$ cat src/hdl/shr_map.vh
// Constants of the serial host command interpreter: command codes,
// word lengths, buffer sizes and reset values.
// Assumes inclusion by bare name from the design files.
`ifndef SHR_MAP_VH
`define SHR_MAP_VH
// ****************
// Command codes
// ****************
`define SHR_CMD_PROG_WR 8'hB8
`define SHR_CMD_COEF_WR 8'hB4
`define SHR_CMD_OFS_WR 8'hB2
`define SHR_CMD_ACC_WR 8'hBB
`define SHR_CMD_EXEC_C 8'hA4
`define SHR_CMD_EXEC_O 8'hA2
`define SHR_CMD_JUMP 8'hF4
`define SHR_CMD_CRC_WR 8'hF2
`define SHR_CMD_R26_WR 8'hE6
`define SHR_CMD_R2A_WR 8'hEA
`define SHR_CMD_PROG_RD 8'h38
`define SHR_CMD_COEF_RD 8'h34
`define SHR_CMD_OFS_RD 8'h32
`define SHR_CMD_ACC_RD 8'h3B
`define SHR_CMD_PREP_RD 8'h24
`define SHR_CMD_ID 8'h60
`define SHR_CMD_R26_RD 8'h66
`define SHR_CMD_R2A_RD 8'h6A
`define SHR_CMD_STATUS 8'h70
`define SHR_CMD_CRC_RD 8'h72
`define SHR_CMD_MON1 8'h76
`define SHR_CMD_MON2 8'h78
`define SHR_CMD_MON3 8'h7A
`define SHR_CMD_MON4 8'h7C
`define SHR_PREPC_HI 4'h8
`define SHR_PREPO_HI 4'h9
`define SHR_REGWR_HI 3'h6
`define SHR_REGRD_HI 3'h2
// ****************
// Word lengths in bytes and last bit index of a byte
// ****************
`define SHR_LEN_PROG 3'h5
`define SHR_LEN_WORD 3'h3
`define SHR_LEN_MON 3'h4
`define SHR_LEN_TWO 3'h2
`define SHR_LEN_BYTE 3'h1
`define SHR_BIT_LAST 3'h7
// ****************
// Preparation buffer and reset values
// ****************
`define SHR_PREP_DEPTH 16
`define SHR_PREP_BEYOND 24'h000001
// Arbitrary identification value
`define SHR_ID_CODE 8'h3C
`define SHR_JUMP_RST 8'h00
`define SHR_CRC_RST 16'h0000
`define SHR_PIN_RST 3'h4
`endif

$ cat src/hdl/shr_prep_mem.v
// Preparation buffer: sixteen 24-bit words, one write port and two
// registered read ports (host read-back and DSP commit).
// Assumes a single clock shared with the command interpreter.
`timescale 1ns/1ns
`default_nettype none
`include "shr_map.vh"
module shr_prep_mem (
  // Clock and reset
  input wire mclk,
  input wire reset,
  // Write port
  input wire we,
  input wire [3:0] waddr,
  input wire [23:0] wdata,
  // Read ports
  input wire [3:0] raddr_a,
  output reg [23:0] rdata_a,
  input wire [3:0] raddr_b,
  output reg [23:0] rdata_b
);
  reg [23:0] mem [0:`SHR_PREP_DEPTH-1];

  always @(posedge mclk) begin
    if (we) begin
      mem[waddr] <= wdata;
    end
    if (reset) begin
      rdata_a <= 24'h000000;
      rdata_b <= 24'h000000;
    end else begin
      rdata_a <= mem[raddr_a];
      rdata_b <= mem[raddr_b];
    end
  end
endmodule
`default_nettype wire

$ cat src/hdl/shr_host_port.v
// Serial host command interpreter: decodes command, address and data
// bytes from the serial port into DSP RAM, register and status access.
// Assumes ram_rdata and reg_rdata are valid the cycle after the read
// strobe, and a serial clock half period of at least six mclk cycles.
//
// How it works
// Echo mode returns input bytes one byte late
// Extra echo-check bytes write the next address
// Read skips echo of second address byte
// Program write 0xB8, five bytes, 36-bit word
// Coefficient write 0xB4, 11-bit address, 24-bit words
// Offset write 0xB2, 6-bit address, 13-bit value
// Accelerator write 0xBB, 20-bit left-justified word
// Control register write, command then one byte
// Jump code write 0xF4 with one byte
// CRC reference 0xF2, two bytes, high first
// 0x80-0x8F prepares 1 to 16 coefficients
// 0x90-0x9F prepares 1 to 16 offsets
// Prepared words beyond the count are dropped
// 0xA4 or 0xA2 with zero address commits
// RAM reads in reset mirror write layouts
// Control register reads return one byte
// Identification byte and two-byte CRC result
// Status byte carries fault, flag, lock bits
// Monitor reads return four bytes with flags
// Preparation read: address, words, then 0x000001
// Address steps by one; program starts at 0
// Host waits two frames before preparing
// Command bit 7 selects write or read
// Host waits for ready after commit
// Deselect abandons the command in progress
`timescale 1ns/1ns
`default_nettype none
`include "shr_map.vh"
module shr_host_port (
  // Clock and reset
  input wire mclk,
  input wire reset,
  // Serial host pins
  input wire sclk,
  input wire si,
  input wire chip_select_n,
  output reg so,
  output reg so_oe,
  // Operating mode
  input wire echo_mode,
  input wire dsp_reset_control_n,
  // DSP RAM port
  output reg ram_wr,
  output reg ram_rd,
  output reg [1:0] ram_sel,
  output reg [11:0] ram_addr,
  output reg [35:0] ram_wdata,
  input wire [35:0] ram_rdata,
  // Control registers
  output reg reg_wr,
  output reg reg_rd,
  output reg [5:0] reg_addr,
  output reg [7:0] reg_wdata,
  input wire [7:0] reg_rdata,
  // Jump code and CRC
  output reg [7:0] jump_code,
  output reg jump_load,
  output reg [15:0] crc_reference,
  input wire [15:0] crc_result,
  // Error status sources
  input wire crc_fault_n,
  input wire watchdog_fault_n,
  input wire general_flag_a,
  input wire general_flag_b,
  input wire pll_locked,
  // Monitor words
  input wire [31:0] monitor_word_1,
  input wire [31:0] monitor_word_2,
  input wire [31:0] monitor_word_3,
  input wire [31:0] monitor_word_4,
  // Prepared update
  output reg commit_coef,
  output reg commit_ofs,
  output reg prep_is_ofs,
  output reg [10:0] prep_base,
  output reg [4:0] prep_count,
  input wire [3:0] dsp_prep_idx,
  output wire [23:0] dsp_prep_data
);
  localparam [2:0] ST_CMD = 3'h0;
  localparam [2:0] ST_ADR1 = 3'h1;
  localparam [2:0] ST_ADR2 = 3'h2;
  localparam [2:0] ST_WDAT = 3'h3;
  localparam [2:0] ST_RDAT = 3'h4;
  localparam [2:0] ST_SKIP = 3'h5;
  localparam [3:0] OP_PROG = 4'h0;
  localparam [3:0] OP_COEF = 4'h1;
  localparam [3:0] OP_OFS = 4'h2;
  localparam [3:0] OP_ACC = 4'h3;
  localparam [3:0] OP_PREPC = 4'h4;
  localparam [3:0] OP_PREPO = 4'h5;
  localparam [3:0] OP_EXEC = 4'h6;
  localparam [3:0] OP_REG = 4'h7;
  localparam [3:0] OP_JUMP = 4'h8;
  localparam [3:0] OP_CRC = 4'h9;
  localparam [3:0] OP_PREPRD = 4'hA;
  localparam [3:0] OP_ID = 4'hB;
  localparam [3:0] OP_STAT = 4'hC;
  localparam [3:0] OP_CRCRD = 4'hD;
  localparam [3:0] OP_MON = 4'hE;
  localparam [2:0] PIN_RST = `SHR_PIN_RST;

  // ****************
  // Pin synchronisers
  // ****************
  wire [2:0] pin_in;
  wire [2:0] pin_f;
  assign pin_in = {chip_select_n, si, sclk};
  genvar g;
  generate
    for (g = 0; g < 3; g = g + 1) begin : g_sync
      reg s1;
      reg s2;
      reg s3;
      reg f;
      always @(posedge mclk) begin
        if (reset) begin
          s1 <= PIN_RST[g];
          s2 <= PIN_RST[g];
          s3 <= PIN_RST[g];
          f <= PIN_RST[g];
        end else begin
          s1 <= pin_in[g];
          s2 <= s1;
          s3 <= s2;
          // Glitch of one sample never reaches the decoder
          if (s2 == s3) begin
            f <= s3;
          end
        end
      end
      assign pin_f[g] = f;
    end
  endgenerate

  reg sclk_q;
  wire sel = ~pin_f[2];
  wire rise = sel & pin_f[0] & ~sclk_q;
  wire fall = sel & ~pin_f[0] & sclk_q;

  // ****************
  // State
  // ****************
  reg [2:0] state;
  reg [3:0] op;
  reg [7:0] cmd;
  reg rd_mode;
  reg [2:0] bit_cnt;
  reg [7:0] rx;
  reg [7:0] rx_last;
  reg byte_done;
  reg [2:0] byte_idx;
  reg [2:0] word_len;
  reg [31:0] wbuf;
  reg [7:0] addr_hi;
  reg [11:0] cur_addr;
  reg [39:0] rd_word;
  reg [7:0] tx;
  reg [3:0] ld;
  reg fetch;
  reg [1:0] fe;
  reg [4:0] widx;
  reg [4:0] ridx;
  reg pr_first;
  reg pm_we;
  reg [3:0] pm_waddr;
  reg [23:0] pm_wdata;
  reg [3:0] pm_raddr;
  wire [23:0] pm_q;
  wire [39:0] w40 = {wbuf, rx_last};
  wire [39:0] rd_sh = rd_word << {byte_idx, 3'h0};
  wire [7:0] status = {crc_fault_n, watchdog_fault_n, general_flag_a,
                       general_flag_b, pll_locked, 3'h0};
  reg [31:0] mon_sel;

  shr_prep_mem u_prep (
    .mclk(mclk),
    .reset(reset),
    .we(pm_we),
    .waddr(pm_waddr),
    .wdata(pm_wdata),
    .raddr_a(pm_raddr),
    .rdata_a(pm_q),
    .raddr_b(dsp_prep_idx),
    .rdata_b(dsp_prep_data)
  );

  always @* begin
    case (cmd[3:1])
      3'h3: mon_sel = monitor_word_1;
      3'h4: mon_sel = monitor_word_2;
      3'h5: mon_sel = monitor_word_3;
      default: mon_sel = monitor_word_4;
    endcase
  end

  // ****************
  // Command decode
  // ****************
  reg [3:0] d_op;
  reg d_rd;
  reg d_adr;
  reg d_ok;
  reg [2:0] d_len;
  wire run = dsp_reset_control_n;

  always @* begin
    d_op = OP_ID;
    d_rd = ~rx_last[7];
    d_adr = 1'b0;
    d_ok = 1'b1;
    d_len = `SHR_LEN_BYTE;
    case (rx_last)
      `SHR_CMD_PROG_WR, `SHR_CMD_PROG_RD: begin
        d_op = OP_PROG;
        d_adr = 1'b1;
        d_len = `SHR_LEN_PROG;
        d_ok = ~run;
      end
      `SHR_CMD_COEF_WR, `SHR_CMD_COEF_RD: begin
        d_op = OP_COEF;
        d_adr = 1'b1;
        d_len = `SHR_LEN_WORD;
        d_ok = ~run;
      end
      `SHR_CMD_OFS_WR, `SHR_CMD_OFS_RD: begin
        d_op = OP_OFS;
        d_adr = 1'b1;
        d_len = `SHR_LEN_WORD;
        d_ok = ~run;
      end
      `SHR_CMD_ACC_WR, `SHR_CMD_ACC_RD: begin
        d_op = OP_ACC;
        d_adr = 1'b1;
        d_len = `SHR_LEN_WORD;
        d_ok = ~run;
      end
      `SHR_CMD_EXEC_C, `SHR_CMD_EXEC_O: begin
        d_op = OP_EXEC;
        d_adr = 1'b1;
        d_ok = run;
      end
      `SHR_CMD_JUMP: d_op = OP_JUMP;
      `SHR_CMD_CRC_WR: begin
        d_op = OP_CRC;
        d_len = `SHR_LEN_TWO;
      end
      `SHR_CMD_R26_WR, `SHR_CMD_R2A_WR, `SHR_CMD_R26_RD, `SHR_CMD_R2A_RD: begin
        d_op = OP_REG;
      end
      `SHR_CMD_PREP_RD: begin
        d_op = OP_PREPRD;
        d_len = `SHR_LEN_TWO;
        d_ok = run;
      end
      `SHR_CMD_ID: d_op = OP_ID;
      `SHR_CMD_STATUS: d_op = OP_STAT;
      `SHR_CMD_CRC_RD: begin
        d_op = OP_CRCRD;
        d_len = `SHR_LEN_TWO;
      end
      `SHR_CMD_MON1, `SHR_CMD_MON2, `SHR_CMD_MON3, `SHR_CMD_MON4: begin
        d_op = OP_MON;
        d_len = `SHR_LEN_MON;
      end
      default: begin
        if (rx_last[7:4] == `SHR_PREPC_HI || rx_last[7:4] == `SHR_PREPO_HI) begin
          d_op = rx_last[4] ? OP_PREPO : OP_PREPC;
          d_adr = 1'b1;
          d_len = `SHR_LEN_WORD;
          d_ok = run;
        end else if (rx_last[7:5] == `SHR_REGWR_HI || rx_last[7:5] == `SHR_REGRD_HI) begin
          d_op = OP_REG;
        end else begin
          d_ok = 1'b0;
        end
      end
    endcase
  end

  // ****************
  // Serial engine and byte sequencer
  // ****************
  always @(posedge mclk) begin
    if (reset) begin
      sclk_q <= 1'b0;
      so <= 1'b0;
      so_oe <= 1'b0;
      state <= ST_CMD;
      op <= OP_ID;
      cmd <= 8'h00;
      rd_mode <= 1'b0;
      bit_cnt <= 3'h0;
      rx <= 8'h00;
      rx_last <= 8'h00;
      byte_done <= 1'b0;
      byte_idx <= 3'h0;
      word_len <= `SHR_LEN_BYTE;
      wbuf <= 32'h00000000;
      addr_hi <= 8'h00;
      cur_addr <= 12'h000;
      rd_word <= 40'h0000000000;
      tx <= 8'h00;
      ld <= 4'h0;
      fetch <= 1'b0;
      fe <= 2'h0;
      widx <= 5'h00;
      ridx <= 5'h00;
      pr_first <= 1'b0;
      pm_we <= 1'b0;
      pm_waddr <= 4'h0;
      pm_wdata <= 24'h000000;
      pm_raddr <= 4'h0;
      ram_wr <= 1'b0;
      ram_rd <= 1'b0;
      ram_sel <= 2'h0;
      ram_addr <= 12'h000;
      ram_wdata <= 36'h000000000;
      reg_wr <= 1'b0;
      reg_rd <= 1'b0;
      reg_addr <= 6'h00;
      reg_wdata <= 8'h00;
      jump_code <= `SHR_JUMP_RST;
      jump_load <= 1'b0;
      crc_reference <= `SHR_CRC_RST;
      commit_coef <= 1'b0;
      commit_ofs <= 1'b0;
      prep_is_ofs <= 1'b0;
      prep_base <= 11'h000;
      prep_count <= 5'h00;
    end else begin
      sclk_q <= pin_f[0];
      so_oe <= sel;
      byte_done <= 1'b0;
      fetch <= 1'b0;
      ld <= {ld[2:0], byte_done};
      fe <= {fe[0], fetch};
      ram_wr <= 1'b0;
      ram_rd <= 1'b0;
      reg_wr <= 1'b0;
      reg_rd <= 1'b0;
      jump_load <= 1'b0;
      commit_coef <= 1'b0;
      commit_ofs <= 1'b0;
      pm_we <= 1'b0;
      if (!sel) begin
        bit_cnt <= 3'h0;
        state <= ST_CMD;
        so <= 1'b0;
      end else begin
        if (rise) begin
          rx <= {rx[6:0], pin_f[1]};
          bit_cnt <= bit_cnt + 3'h1;
          if (bit_cnt == `SHR_BIT_LAST) begin
            byte_done <= 1'b1;
            rx_last <= {rx[6:0], pin_f[1]};
          end
        end
        // A load landing on a falling edge would lose one bit
        if (ld[3]) begin
          if (state == ST_RDAT) begin
            tx <= rd_sh[39:32];
          end else begin
            tx <= echo_mode ? rx_last : 8'h00;
          end
        end else if (fall) begin
          so <= tx[7];
          tx <= {tx[6:0], 1'b0};
        end
        if (byte_done) begin
          case (state)
            ST_CMD: begin
              cmd <= rx_last;
              op <= d_op;
              rd_mode <= d_rd;
              word_len <= d_len;
              byte_idx <= 3'h0;
              pr_first <= 1'b1;
              ridx <= 5'h00;
              if (!d_ok) begin
                state <= ST_SKIP;
              end else if (d_adr) begin
                state <= ST_ADR1;
              end else if (d_rd) begin
                state <= ST_RDAT;
                fetch <= 1'b1;
              end else begin
                state <= ST_WDAT;
              end
            end
            ST_ADR1: begin
              addr_hi <= rx_last;
              state <= ST_ADR2;
            end
            ST_ADR2: begin
              case (op)
                OP_PROG: cur_addr <= 12'h000;
                OP_OFS: cur_addr <= {6'h00, rx_last[5:0]};
                default: cur_addr <= {1'b0, addr_hi[2:0], rx_last};
              endcase
              if (op == OP_PREPC || op == OP_PREPO) begin
                prep_is_ofs <= (op == OP_PREPO);
                if (op == OP_PREPO) begin
                  prep_base <= {6'h00, rx_last[4:0]};
                end else begin
                  prep_base <= {addr_hi[2:0], rx_last};
                end
                prep_count <= {1'b0, cmd[3:0]} + 5'h01;
                widx <= 5'h00;
              end
              if (op == OP_EXEC) begin
                commit_coef <= cmd[2];
                commit_ofs <= ~cmd[2];
                state <= ST_SKIP;
              end else if (rd_mode) begin
                state <= ST_RDAT;
                fetch <= 1'b1;
              end else begin
                state <= ST_WDAT;
              end
            end
            ST_WDAT: begin
              wbuf <= {wbuf[23:0], rx_last};
              if (byte_idx == word_len - 3'h1) begin
                byte_idx <= 3'h0;
                case (op)
                  OP_PROG, OP_COEF, OP_OFS, OP_ACC: begin
                    ram_wr <= 1'b1;
                    ram_sel <= op[1:0];
                    ram_addr <= cur_addr;
                    cur_addr <= cur_addr + 12'h001;
                    case (op)
                      OP_PROG: ram_wdata <= w40[35:0];
                      OP_COEF: ram_wdata <= {12'h000, w40[23:0]};
                      OP_OFS: ram_wdata <= {23'h00000, w40[12:0]};
                      default: ram_wdata <= {16'h0000, w40[23:4]};
                    endcase
                  end
                  OP_PREPC, OP_PREPO: begin
                    if (widx < prep_count) begin
                      pm_we <= 1'b1;
                      pm_waddr <= widx[3:0];
                      widx <= widx + 5'h01;
                    end
                    if (op == OP_PREPO) begin
                      pm_wdata <= {11'h000, w40[12:0]};
                    end else begin
                      pm_wdata <= w40[23:0];
                    end
                  end
                  OP_REG: begin
                    reg_wr <= 1'b1;
                    reg_addr <= cmd[5:0];
                    reg_wdata <= rx_last;
                    state <= ST_SKIP;
                  end
                  OP_JUMP: begin
                    jump_code <= rx_last;
                    jump_load <= 1'b1;
                    state <= ST_SKIP;
                  end
                  OP_CRC: begin
                    crc_reference <= w40[15:0];
                    state <= ST_SKIP;
                  end
                  default: state <= ST_SKIP;
                endcase
              end else begin
                byte_idx <= byte_idx + 3'h1;
              end
            end
            ST_RDAT: begin
              if (byte_idx == word_len - 3'h1) begin
                byte_idx <= 3'h0;
                fetch <= 1'b1;
                if (op < OP_PREPC) begin
                  cur_addr <= cur_addr + 12'h001;
                end
                if (op == OP_PREPRD) begin
                  if (pr_first) begin
                    pr_first <= 1'b0;
                    word_len <= `SHR_LEN_WORD;
                  end else if (ridx != `SHR_PREP_DEPTH) begin
                    ridx <= ridx + 5'h01;
                  end
                end
              end else begin
                byte_idx <= byte_idx + 3'h1;
              end
            end
            default: state <= ST_SKIP;
          endcase
        end
      end
      // ****************
      // Read fetch and capture
      // ****************
      if (fetch) begin
        ram_sel <= op[1:0];
        ram_addr <= cur_addr;
        reg_addr <= cmd[5:0];
        pm_raddr <= ridx[3:0];
        ram_rd <= (op < OP_PREPC);
        reg_rd <= (op == OP_REG);
      end
      if (fe[1]) begin
        case (op)
          OP_PROG: rd_word <= {4'h0, ram_rdata};
          OP_COEF: rd_word <= {ram_rdata[23:0], 16'h0000};
          OP_OFS: rd_word <= {11'h000, ram_rdata[12:0], 16'h0000};
          OP_ACC: rd_word <= {ram_rdata[19:0], 20'h00000};
          OP_REG: rd_word <= {reg_rdata, 32'h00000000};
          OP_ID: rd_word <= {`SHR_ID_CODE, 32'h00000000};
          OP_STAT: rd_word <= {status, 32'h00000000};
          OP_CRCRD: rd_word <= {crc_result, 24'h000000};
          OP_MON: rd_word <= {mon_sel, 8'h00};
          OP_PREPRD: begin
            if (pr_first) begin
              rd_word <= {5'h00, prep_base, 24'h000000};
            end else if (ridx < prep_count) begin
              rd_word <= {pm_q, 16'h0000};
            end else begin
              rd_word <= {`SHR_PREP_BEYOND, 16'h0000};
            end
          end
          default: rd_word <= 40'h0000000000;
        endcase
      end
    end
  end
endmodule
`default_nettype wire

$ cat config.mk
export PLATFORM = sky130hd
export DESIGN_NAME = shr_host_port
export DESIGN_NICKNAME = d
export VERILOG_FILES = /design/src/hdl/shr_prep_mem.v /design/src/hdl/shr_host_port.v
export VERILOG_INCLUDE_DIRS = /design/src /design/src/hdl
export SDC_FILE = /design/constraint.sdc
export NUM_CORES = 1
export LEC_CHECK = 0
export BUFFER_PORTS_ARGS = -buffer_cell sky130_fd_sc_hd__buf_2
export CORE_MARGIN = 2
export CORE_UTILIZATION = 45
export CTS_BUF_LIST = sky130_fd_sc_hd__clkbuf_8
export DETAILED_ROUTE_END_ITERATION = 16
export REMOVE_ABC_BUFFERS = 1
export SLEW_MARGIN = 30
export SYNTH_ARGS = -nofsm -noshare
export SYNTH_HDL_FRONTEND = slang
export SYNTH_SLANG_ARGS = --single-unit
$ cat constraint.sdc
create_clock -name mclk -period 3.95 [get_ports mclk]
set_input_delay 0.395 -clock mclk [delete_from_list [all_inputs] [get_ports mclk]]
set_output_delay 0.395 -clock mclk [all_outputs]
set_load 0.01 [all_outputs]
==> flow_metrics.tcl, run 1 <==
set metrics [dict create \
    area_growth_pct 17.5 \
    die_h_um 277 \
    tightest_slew_ns 1.01 \
    cp-endpoint "rd_word[14]" \
    cts_setup_buffers 0 \
    htreeDepth 4 \
    irDropWorstVdd_mv 0.245 \
    cts.sinks 740 \
    place.gp.congestion 0.983 \
    port-buffer-count 341 \
    path_clk_slew_ns 0.06 \
    rows 100 \
    report.final.slew_viol_count 0 \
    hold_class "input port to register" \
    yosysWarnings 0 \
    numCtsBuffers 130 \
    synth.most_common_cell "edfxtp_1" \
    r2r_slack_ns 0.83 \
    syn_area_per_cell_um2 12.6 \
    async_flop_share 0 \
    track_usage 0.281 \
    crit_path_top_delay_cell "dfxtp_1" \
    fin_crit_sh 0.790 \
    dpl-instance-area_um2 36600 \
    post_cts_resize_count 0 \
    r2r-end "rd_word[14]" \
    synth_area_leaders "edfxtp_1, dfxtp_1, mux4_2" \
    cp_top_family "simple AND/OR/NAND/NOR gates" \
    cp.required_ns 4.67 \
    die-area_um2 76800 \
    status "finished clean" \
    ios 342 \
    synth_cells 2671 \
    place_ws_ns 0.857 \
    crit_path_start "op[3]" \
    slew_headroom 0.326 \
    path_depth 5 \
    wl_per_cell_um 26.6 \
    crit_path_max_incr_delay_ns 0.89 \
    finish.instance_area_um2 39400 \
    maxCapViolCount 0 \
    worstPathArrival_ns 3.84 \
    synthDominantCellAreaShare 0.343 \
    core-area_um2 74200 \
    finalSetupViolCount 0 \
    die_w_um 277 \
    ff2ff_path_depth 5 \
    syn_area_um2 33600 \
    max_freq_ghz 0.321 \
    cellPowerDensity_nw_per_um2 395 \
    grt_first_pass_wirelength_um 162000 \
    start_util 0.453 \
    wl_um 109000 \
    cpMostUsedCell "a21oi_1" \
    p_total_mw 15.6 \
    drt-pass1-iter-count 6 \
    start_kind "register" \
    ant_nets 0 \
    cts-hold-fix-buffers 17 \
    synth_flop_cell "edfxtp_1" \
    critPathKind "register to register" \
    drc_errors 0 \
    worst_slack_ns 0.830 \
    synth-seq-cells 740 \
    p_leak_nw 13.6 \
    antenna_found_initial 5 \
    synth_edf_count 384 \
    synth_common_cells "edfxtp_1, dfxtp_1, nand2_1" \
    yosys.area.top_type "edfxtp_1" \
    viasPerCell 6.11 \
    cts_tree "yes" \
    dpl.hpwl_um 73700 \
    crit_path_end_kind "register" \
    ys_types 85 \
    drtIter0Drc 2723 \
    yosysSeqAreaShare 0.556 \
    final_net_count 3244 \
    post_route_cells_drive_above_1_share 0.292 \
    cp_max_fo 20 \
    overflow 0 \
    grt_pass1_vias 25200 \
    cp_cell_sequence "nor2b_1 > nand3_1 > a21oi_1 > a21oi_1 > o21ai_0" \
    fin_skew_ns 0.0408 \
    grt_max_degree 97 \
    cts_buffer_depth 3 \
    crit_buf_inv 0 \
    hold_viol 0 \
    insertion_delay_ns 0.81 \
    timing.rr.start "op[3]" \
    rsz0062_at_grt "false" \
    vias 25000 \
    fin_crit_ns 3.12 \
    cts_root_buffer "clkbuf_8" \
]
logic make-up after synthesis:
group,count (synthesis),share of synthesized area
DFF,740,0.556
and+or+nand+nor,807,0.114
xor gates and xnor gates,14,0.00406
buffers and inverters,252,0.0332
adders and majority gates,17,0.00633
AOI/OAI and AO/OA,556,0.110
muxes,285,0.177
worst register-to-register path: stages (launching register included):
cell and delay, ns:
dfxtp_1 0.89, nor2b_1 0.79, nand3_1 0.65, a21oi_1 0.53
a21oi_1 0.07, o21ai_0 0.15
cells in the final DEF (no fill, tap or decap), drive strengths merged, types with 17 or more instances in the layout:
cell type,Yosys,final
dlygate4sd3,0,17
inv,25,85
o221ai,18,18
nand2b,19,19
nor3,51,51
nor2b,72,72
o22ai,17,17
a221oi,44,44
nand3b,24,24
mux4,248,248
a22oi,48,48
nor2,154,154
clkbuf,128,143
ha,17,17
a21oi,242,242
a211oi,27,27
mux2i,35,35
dfxtp,356,356
edfxtp,384,384
nand2,353,353
a311oi,17,17
clkinv,1,27
nand3,49,49
buf,98,429
o21ai,51,51
per-layer routing:
layer,routed length (um),track usage,up-vias
met5,0,0,-
met4,3550,0.108,0
met3,8030,0.0507,185
met2,54100,0.472,1237
met1,43300,0.364,12600
li1,-,-,11000
how the worst min path moves through the flow:
stage / cells past startpoint / to / slack [ns] / from
floorplan: 1 / g_sync[2].s2 / 0.39 / g_sync[2].s1
global placement: 1 / g_sync[2].s2 / 0.40 / g_sync[2].s1
detailed placement: 1 / g_sync[2].s2 / 0.40 / g_sync[2].s1
CTS: 3 / tx[0] / 0.003 / echo_mode
global route: 3 / tx[0] / 0.07 / echo_mode
finish: 4 / rd_word[39] / 0.06 / monitor_word_4[31]
sequential cells by signal, summed over array words and instances (netlist names), 6 cells and up:
register / flops
rd_word: 40
cmd: 6
rx_last: 8
ram_wdata: 36
wbuf: 28
u_prep.rdata_a: 24
crc_reference: 16
u_prep.mem: 384
reg_addr: 6
rx: 7
reg_wdata: 8
pm_wdata: 24
prep_base: 11
u_prep.rdata_b: 24
ram_addr: 12
tx: 8
cur_addr: 12
jump_code: 8
power by group:
part	internal [mW]	total [mW]	switching [mW]
combinational	0.255	0.529	0.274
clock	3.72	6.99	3.28
sequential	8.04	8.05	0.0173
total	12.0	15.6	3.57
layout make-up:
cell class                      instances  area, um^2
Fill cell                            6258       34800
Sequential cell                       740       18700
Multi-Input combinational cell       1679       14000
Timing Repair Buffer                  446        2900
Clock buffer                          143        1970
Tap cell                              969        1210
Clock inverter                         93         629
Inverter                               26        97.6
Antenna cell                            3        7.51
per-stage QoR:
step	setup TNS [ns]	hold slack, ns	util	std cells
floorplan	-34.54	0.389	-	2445
global placement	0	0.404	0.490	3830
detailed placement	0	0.401	0.494	3842
CTS	0	0.00309	0.531	4095
global route	0	0.0668	0.532	4099
finish	0	0.0597	0.532	4099
No activity file was read; power rests on OpenSTA's default activity.
==> run 2: changes to the inputs <==
==> constraint.sdc (replaced) <==
create_clock -name mclk -period 3.05 [get_ports mclk]
set_input_delay 0.305 -clock mclk [delete_from_list [all_inputs] [get_ports mclk]]
set_output_delay 0.305 -clock mclk [all_outputs]
set_load 0.01 [all_outputs]
==> flow_metrics.tcl, run 2 (synthesized netlist as in run 1, its figures left out) <==
set metrics [dict create \
    status "finished clean" \
    power_frac_comb 0.035 \
    final_core_util 0.529 \
    numCtsBuffers 119 \
    pwr-share-seq 0.532 \
    insertion_delay_ns 0.74 \
    r2r-end "rd_word[35]" \
    htreeDepth 3 \
    finish.instance_area_um2 39300 \
    start_kind "register" \
    area_growth_pct 16.9 \
    layout.cells.most_common_list "edfxtp_1, nand2_1, dfxtp_1" \
    hold_depth 4 \
    ant_nets 0 \
    worstPathArrival_ns 3.57 \
    rows 100 \
    timing.rr.start "cmd[2]" \
    fin_skew_ns 0.0244 \
    r2r_slack_ns 0.06 \
    fin_crit_ns 2.99 \
    crit_path_end_kind "register" \
    antenna_found_initial 4 \
    cp-endpoint "rd_word[35]" \
    path_clk_slew_ns 0.07 \
    dpl-instance-area_um2 36600 \
    wl_per_cell_um 26.6 \
    grt_pass1_vias 25200 \
    drt-pass1-iter-count 8 \
    grt_first_pass_wirelength_um 161000 \
    critPathKind "register to register" \
    drtIter0Drc 2882 \
    top_regs "u_prep.mem (384), rd_word (40), ram_wdata (36)" \
    p_clk_frac 0.433 \
    p_leak_nw 13.6 \
    die-area_um2 76800 \
    p_sw_frac 0.223 \
    hold_class "input port to register" \
    cpMostUsedCell "buf_4" \
    report.final.slew_viol_count 0 \
    cellPowerDensity_nw_per_um2 500 \
    hold_viol 0 \
    crit_path_top_delay_cell "a2111oi_0" \
    cts_tree "yes" \
    start_util 0.453 \
    layout_commonest_cell "edfxtp_1" \
    viasPerCell 6.13 \
    cp_max_fo 18 \
    vias 25200 \
    worst_hold_slack_ns 0.0547 \
    cp_cell_sequence "nor2b_1 > buf_4 > a21o_1 > buf_4 > o221ai_1 > a21oi_1 > a2111oi_0 > o21ai_0" \
    cts_root_buffer "clkbuf_8" \
    rsz0062_at_grt "false" \
    wl_um 109000 \
    max_freq_ghz 0.335 \
    largest_reg_flops 384 \
    p_int_mw 15.2 \
    top_register "u_prep.mem" \
    place.gp.congestion 0.961 \
    p_switching_mw 4.36 \
    fin_crit_sh 0.979 \
    finalSetupViolCount 0 \
    cts.sinks 740 \
    ff2ff_path_depth 8 \
    final_net_count 3264 \
    crit_path_start "cmd[2]" \
    cp.required_ns 3.64 \
    irDropWorstVdd_mv 0.333 \
    crit_path_max_incr_delay_ns 0.89 \
    slew_headroom 0.262 \
    grt_max_degree 184 \
    overflow 0 \
    drc_errors 0 \
    post_route_cells_drive_above_1_share 0.294 \
    dpl.hpwl_um 71800 \
    core-area_um2 74200 \
    die_w_um 277 \
    cts_buffer_depth 3 \
    track_usage 0.279 \
    maxCapViolCount 0 \
    ios 342 \
    die_h_um 277 \
    port-buffer-count 341 \
    tightest_slew_ns 1.08 \
    fillers 6334 \
]
==> run 2: changes by cell type in the layout (fill, tap and decap cells not counted), sizes merged <==
cell	before	now
buf	429	455
bufinv	5	4
clkbuf	143	140
clkinv	27	33
diode	3	2
dlygate4sd3	17	22
inv	85	70
==> run 2: area by class of cell <==
class / instances / area [um^2] / area share
Antenna cell: 2 / 5.00 / 0.000128
Inverter: 26 / 97.6 / 0.00249
Sequential cell: 740 / 18700 / 0.476
Multi-Input combinational cell: 1679 / 13900 / 0.354
Tap cell: 969 / 1210 / 0.0309
Clock inverter: 83 / 467 / 0.0119
Clock buffer: 140 / 1930 / 0.0491
Timing Repair Buffer: 477 / 2980 / 0.0759
==> run 2: worst min-delay path by stage <==
stage,slack [ns],endpoint,from
floorplan,0.37,sclk_q,reset
global placement,0.41,g_sync[2].s2,g_sync[2].s1
detailed placement,0.42,g_sync[2].s2,g_sync[2].s1
CTS,0.0007,rd_word[9],ram_rdata[9]
global route,0.06,rd_word[18],ram_rdata[18]
finish,0.05,rd_word[9],ram_rdata[9]
==> run 2: per-layer routing <==
layer | GRT usage | vias to the layer above | share of wire
met4 | 0.126 | 0 | 0.044
met2 | 0.464 | 1299 | 0.48
li1 | - | 11000 | -
met1 | 0.361 | 12600 | 0.39
met3 | 0.0450 | 263 | 0.076
met5 | 0 | - | 0
==> run 2: timing repair <==
| item | CTS | global route |
|---|---|---|
| gates resized for setup | 0 | 2 |
| setup buffers | 0 | 1 |
| endpoints found under the hold margin | 24 | 0 |
| hold buffers | 22 | 0 |
| setup endpoints to repair | 0 | 1 |
==> run 2: power by group through the flow <==
stage	clock network [mW]	logic [mW]	registers (mW)
CTS	8.68	0.689	10.4
floorplan	0	0.217	10.6
global placement	0	0.665	10.6
global route	9.11	0.723	10.4
finish	8.50	0.686	10.4
detailed placement	0	0.667	10.6
==> run 2: critical path: cells and delay by family (launching register included) <==
family / cells / cell delay (ns)
AO/OA/AOI/OAI: 5 / 1.66
AND/OR/NAND/NOR: 1 / 0.22
buffers and inverters: 2 / 0.48
flip-flops: 1 / 0.48
==> run 2: stage by stage <==
step	TNS, ns	setup WS (ns)	total power, mW	instances
after detailed placement	0	0.153	11.3	3867
after global placement	0	0.276	11.3	3867
final	0	0.0644	19.6	4116
after floorplan	-61.38	-2.32	10.9	2445
after global routing	0	0.0241	20.3	4116
after CTS	0	0.129	19.8	4112
==> run 3: changes to the inputs <==
==> constraint.sdc (replaced) <==
create_clock -name mclk -period 3.05 [get_ports mclk]
set_input_delay 0.1525 -clock mclk [delete_from_list [all_inputs] [get_ports mclk]]
set_output_delay 0.1525 -clock mclk [all_outputs]
set_load 0.01 [all_outputs]
==> flow_metrics.tcl, run 3 (synthesized netlist as in run 1, its figures left out) <==
set metrics [dict create \
    report.final.slew_viol_count 0 \
    cellPowerDensity_nw_per_um2 501 \
    fin_crit_sh 0.954 \
    layout_commonest_cell "edfxtp_1" \
    cts_tree "yes" \
    max_freq_ghz 0.344 \
    drt-pass1-iter-count 8 \
    layoutNonFillerInstCount 4188 \
    die_h_um 277 \
    p_switching_mw 4.46 \
    top_register "u_prep.mem" \
    path_depth 6 \
    fillers 6227 \
    port-buffer-count 341 \
    tightest_slew_ns 0.853 \
    cts_root_buffer "clkbuf_8" \
    timing.rr.start "op[1]" \
    hold_depth 5 \
    insertion_delay_ns 0.77 \
    hold_class "input port to register" \
    status "finished clean" \
    crit_buf_inv 1 \
    fin_skew_ns 0.0505 \
    p_total_mw 20.1 \
    track_usage 0.282 \
    rows 100 \
    wl_um 110000 \
    critPathKind "register to register" \
    ff2ff_path_depth 6 \
    layout.cells.most_common_list "edfxtp_1, nand2_1, dfxtp_1" \
    worst_slack_ns 0.141 \
    top_regs "u_prep.mem (384), rd_word (40), ram_wdata (36)" \
    p_clk_frac 0.444 \
    cts_buffer_depth 3 \
    maxCapViolCount 0 \
    place.gp.congestion 1.02 \
    hold_viol 0 \
    grt_max_degree 141 \
    dp.cells 3878 \
    r2r_slack_ns 0.14 \
    wl_per_cell_um 26.3 \
    antenna_found_initial 1 \
    numCtsBuffers 120 \
    rsz0062_at_grt "false" \
    worst_hold_slack_ns 0.0376 \
    crit_path_max_incr_delay_ns 0.64 \
    cp_top_family "simple AND/OR/NAND/NOR gates" \
    ios 342 \
    drc_errors 0 \
    cts.sinks 740 \
    cp_max_fo 12 \
    area_growth_pct 19.4 \
    p_int_mw 15.6 \
    path_clk_slew_ns 0.06 \
    largest_reg_flops 384 \
    grt_first_pass_wirelength_um 164000 \
    core-area_um2 74200 \
    cp_cell_sequence "nor4bb_1 > and2_1 > a21oi_1 > o2111a_1 > dlygate4sd3_1 > a221oi_1" \
    holdPathEnd "rd_word[29]" \
    start_kind "register" \
    ff_latch_area_um2 18700 \
    worstPathArrival_ns 3.56 \
    viasPerCell 6.06 \
    overflow 0 \
    p_leak_nw 14.0 \
    fin_crit_ns 2.91 \
    hp-start "ram_rdata[29]" \
    slew_headroom 0.431 \
    cp.required_ns 3.70 \
    pwr-share-seq 0.519 \
    die_w_um 277 \
    ant_nets 0 \
    drtIter0Drc 2541 \
    final_core_util 0.540 \
    dpl.hpwl_um 74600 \
    power_frac_comb 0.037 \
    r2r-end "rd_word[31]" \
    crit_path_top_delay_cell "and2_1" \
    finalSetupViolCount 0 \
    crit_path_end_kind "register" \
    vias 25400 \
    start_util 0.453 \
    post_route_cells_drive_above_1_share 0.295 \
    final_net_count 3336 \
    p_sw_frac 0.222 \
    htreeDepth 3 \
    irDropWorstVdd_mv 0.346 \
    multi_input_area_um2 13900 \
    place_ws_ns 0.481 \
    grt_pass1_vias 25400 \
    die-area_um2 76800 \
]
-- run 3: changes by cell type in the layout (fill, tap and decap cells not counted), sizes merged --
cell / change
clkinv: -9
buf: +9
diode: -1
bufinv: +1
clkbuf: +10
dlygate4sd3: +62
-- run 3: worst register-to-register path, stage by stage, from the launching register on --
cell           delay, ns
dfxtp_1             0.58
nor4bb_1            0.40
and2_1              0.64
a21oi_1             0.23
o2111a_1            0.18
dlygate4sd3_1       0.55
a221oi_1            0.24
-- run 3: what timing repair did --
item                                    CTS  global route
buffers inserted                          0             0
hold buffers                             84             0
endpoints found under the hold margin   122             0
resized for setup                         0             6
endpoints found under the setup margin    0            12
-- run 3: layout make-up --
class,count,area share
clock inverter,75,0.0120
clock buffer,150,0.0515
tap,969,0.0302
inverter,26,0.00243
sequential,740,0.466
multi-input combinational,1679,0.347
timing repair buffer,548,0.0914
antenna,1,0.0000624
-- run 3: power by group through the flow --
stage               registers (mW)  logic, mW  clock network [mW]
detailed placement            10.6      0.681                   0
CTS                           10.4      0.741                9.09
finish                        10.4      0.741                8.93
global route                  10.4      0.778                9.56
global placement              10.6      0.681                   0
floorplan                     10.6      0.217                   0
-- run 3: per-layer routing --
layer / share of wire / vias up / global-route usage
met5: 0 / - / 0
met4: 0.045 / 0 / 0.131
met3: 0.072 / 248 / 0.0477
met2: 0.49 / 1295 / 0.472
met1: 0.39 / 12700 / 0.360
li1: - / 11200 / -
-- run 3: per-stage QoR --
stage / TNS [ns] / cell area (um^2)
finish: 0 / 40100
global placement: 0 / 36700
detailed placement: 0 / 36700
CTS: 0 / 40100
floorplan: -61.38 / 32600
global route: 0 / 40100
-- run 3: worst max-delay path by stage --
stage	start	end	slack [ns]
after floorplan	pm_raddr[0]	u_prep.rdata_a[0]	-2.32
after global placement	op[3]	rd_word[35]	0.31
after detailed placement	cmd[2]	rd_word[35]	0.48
after CTS	op[1]	rd_word[31]	0.12
after global routing	op[1]	rd_word[31]	0.01
final	op[1]	rd_word[31]	0.14
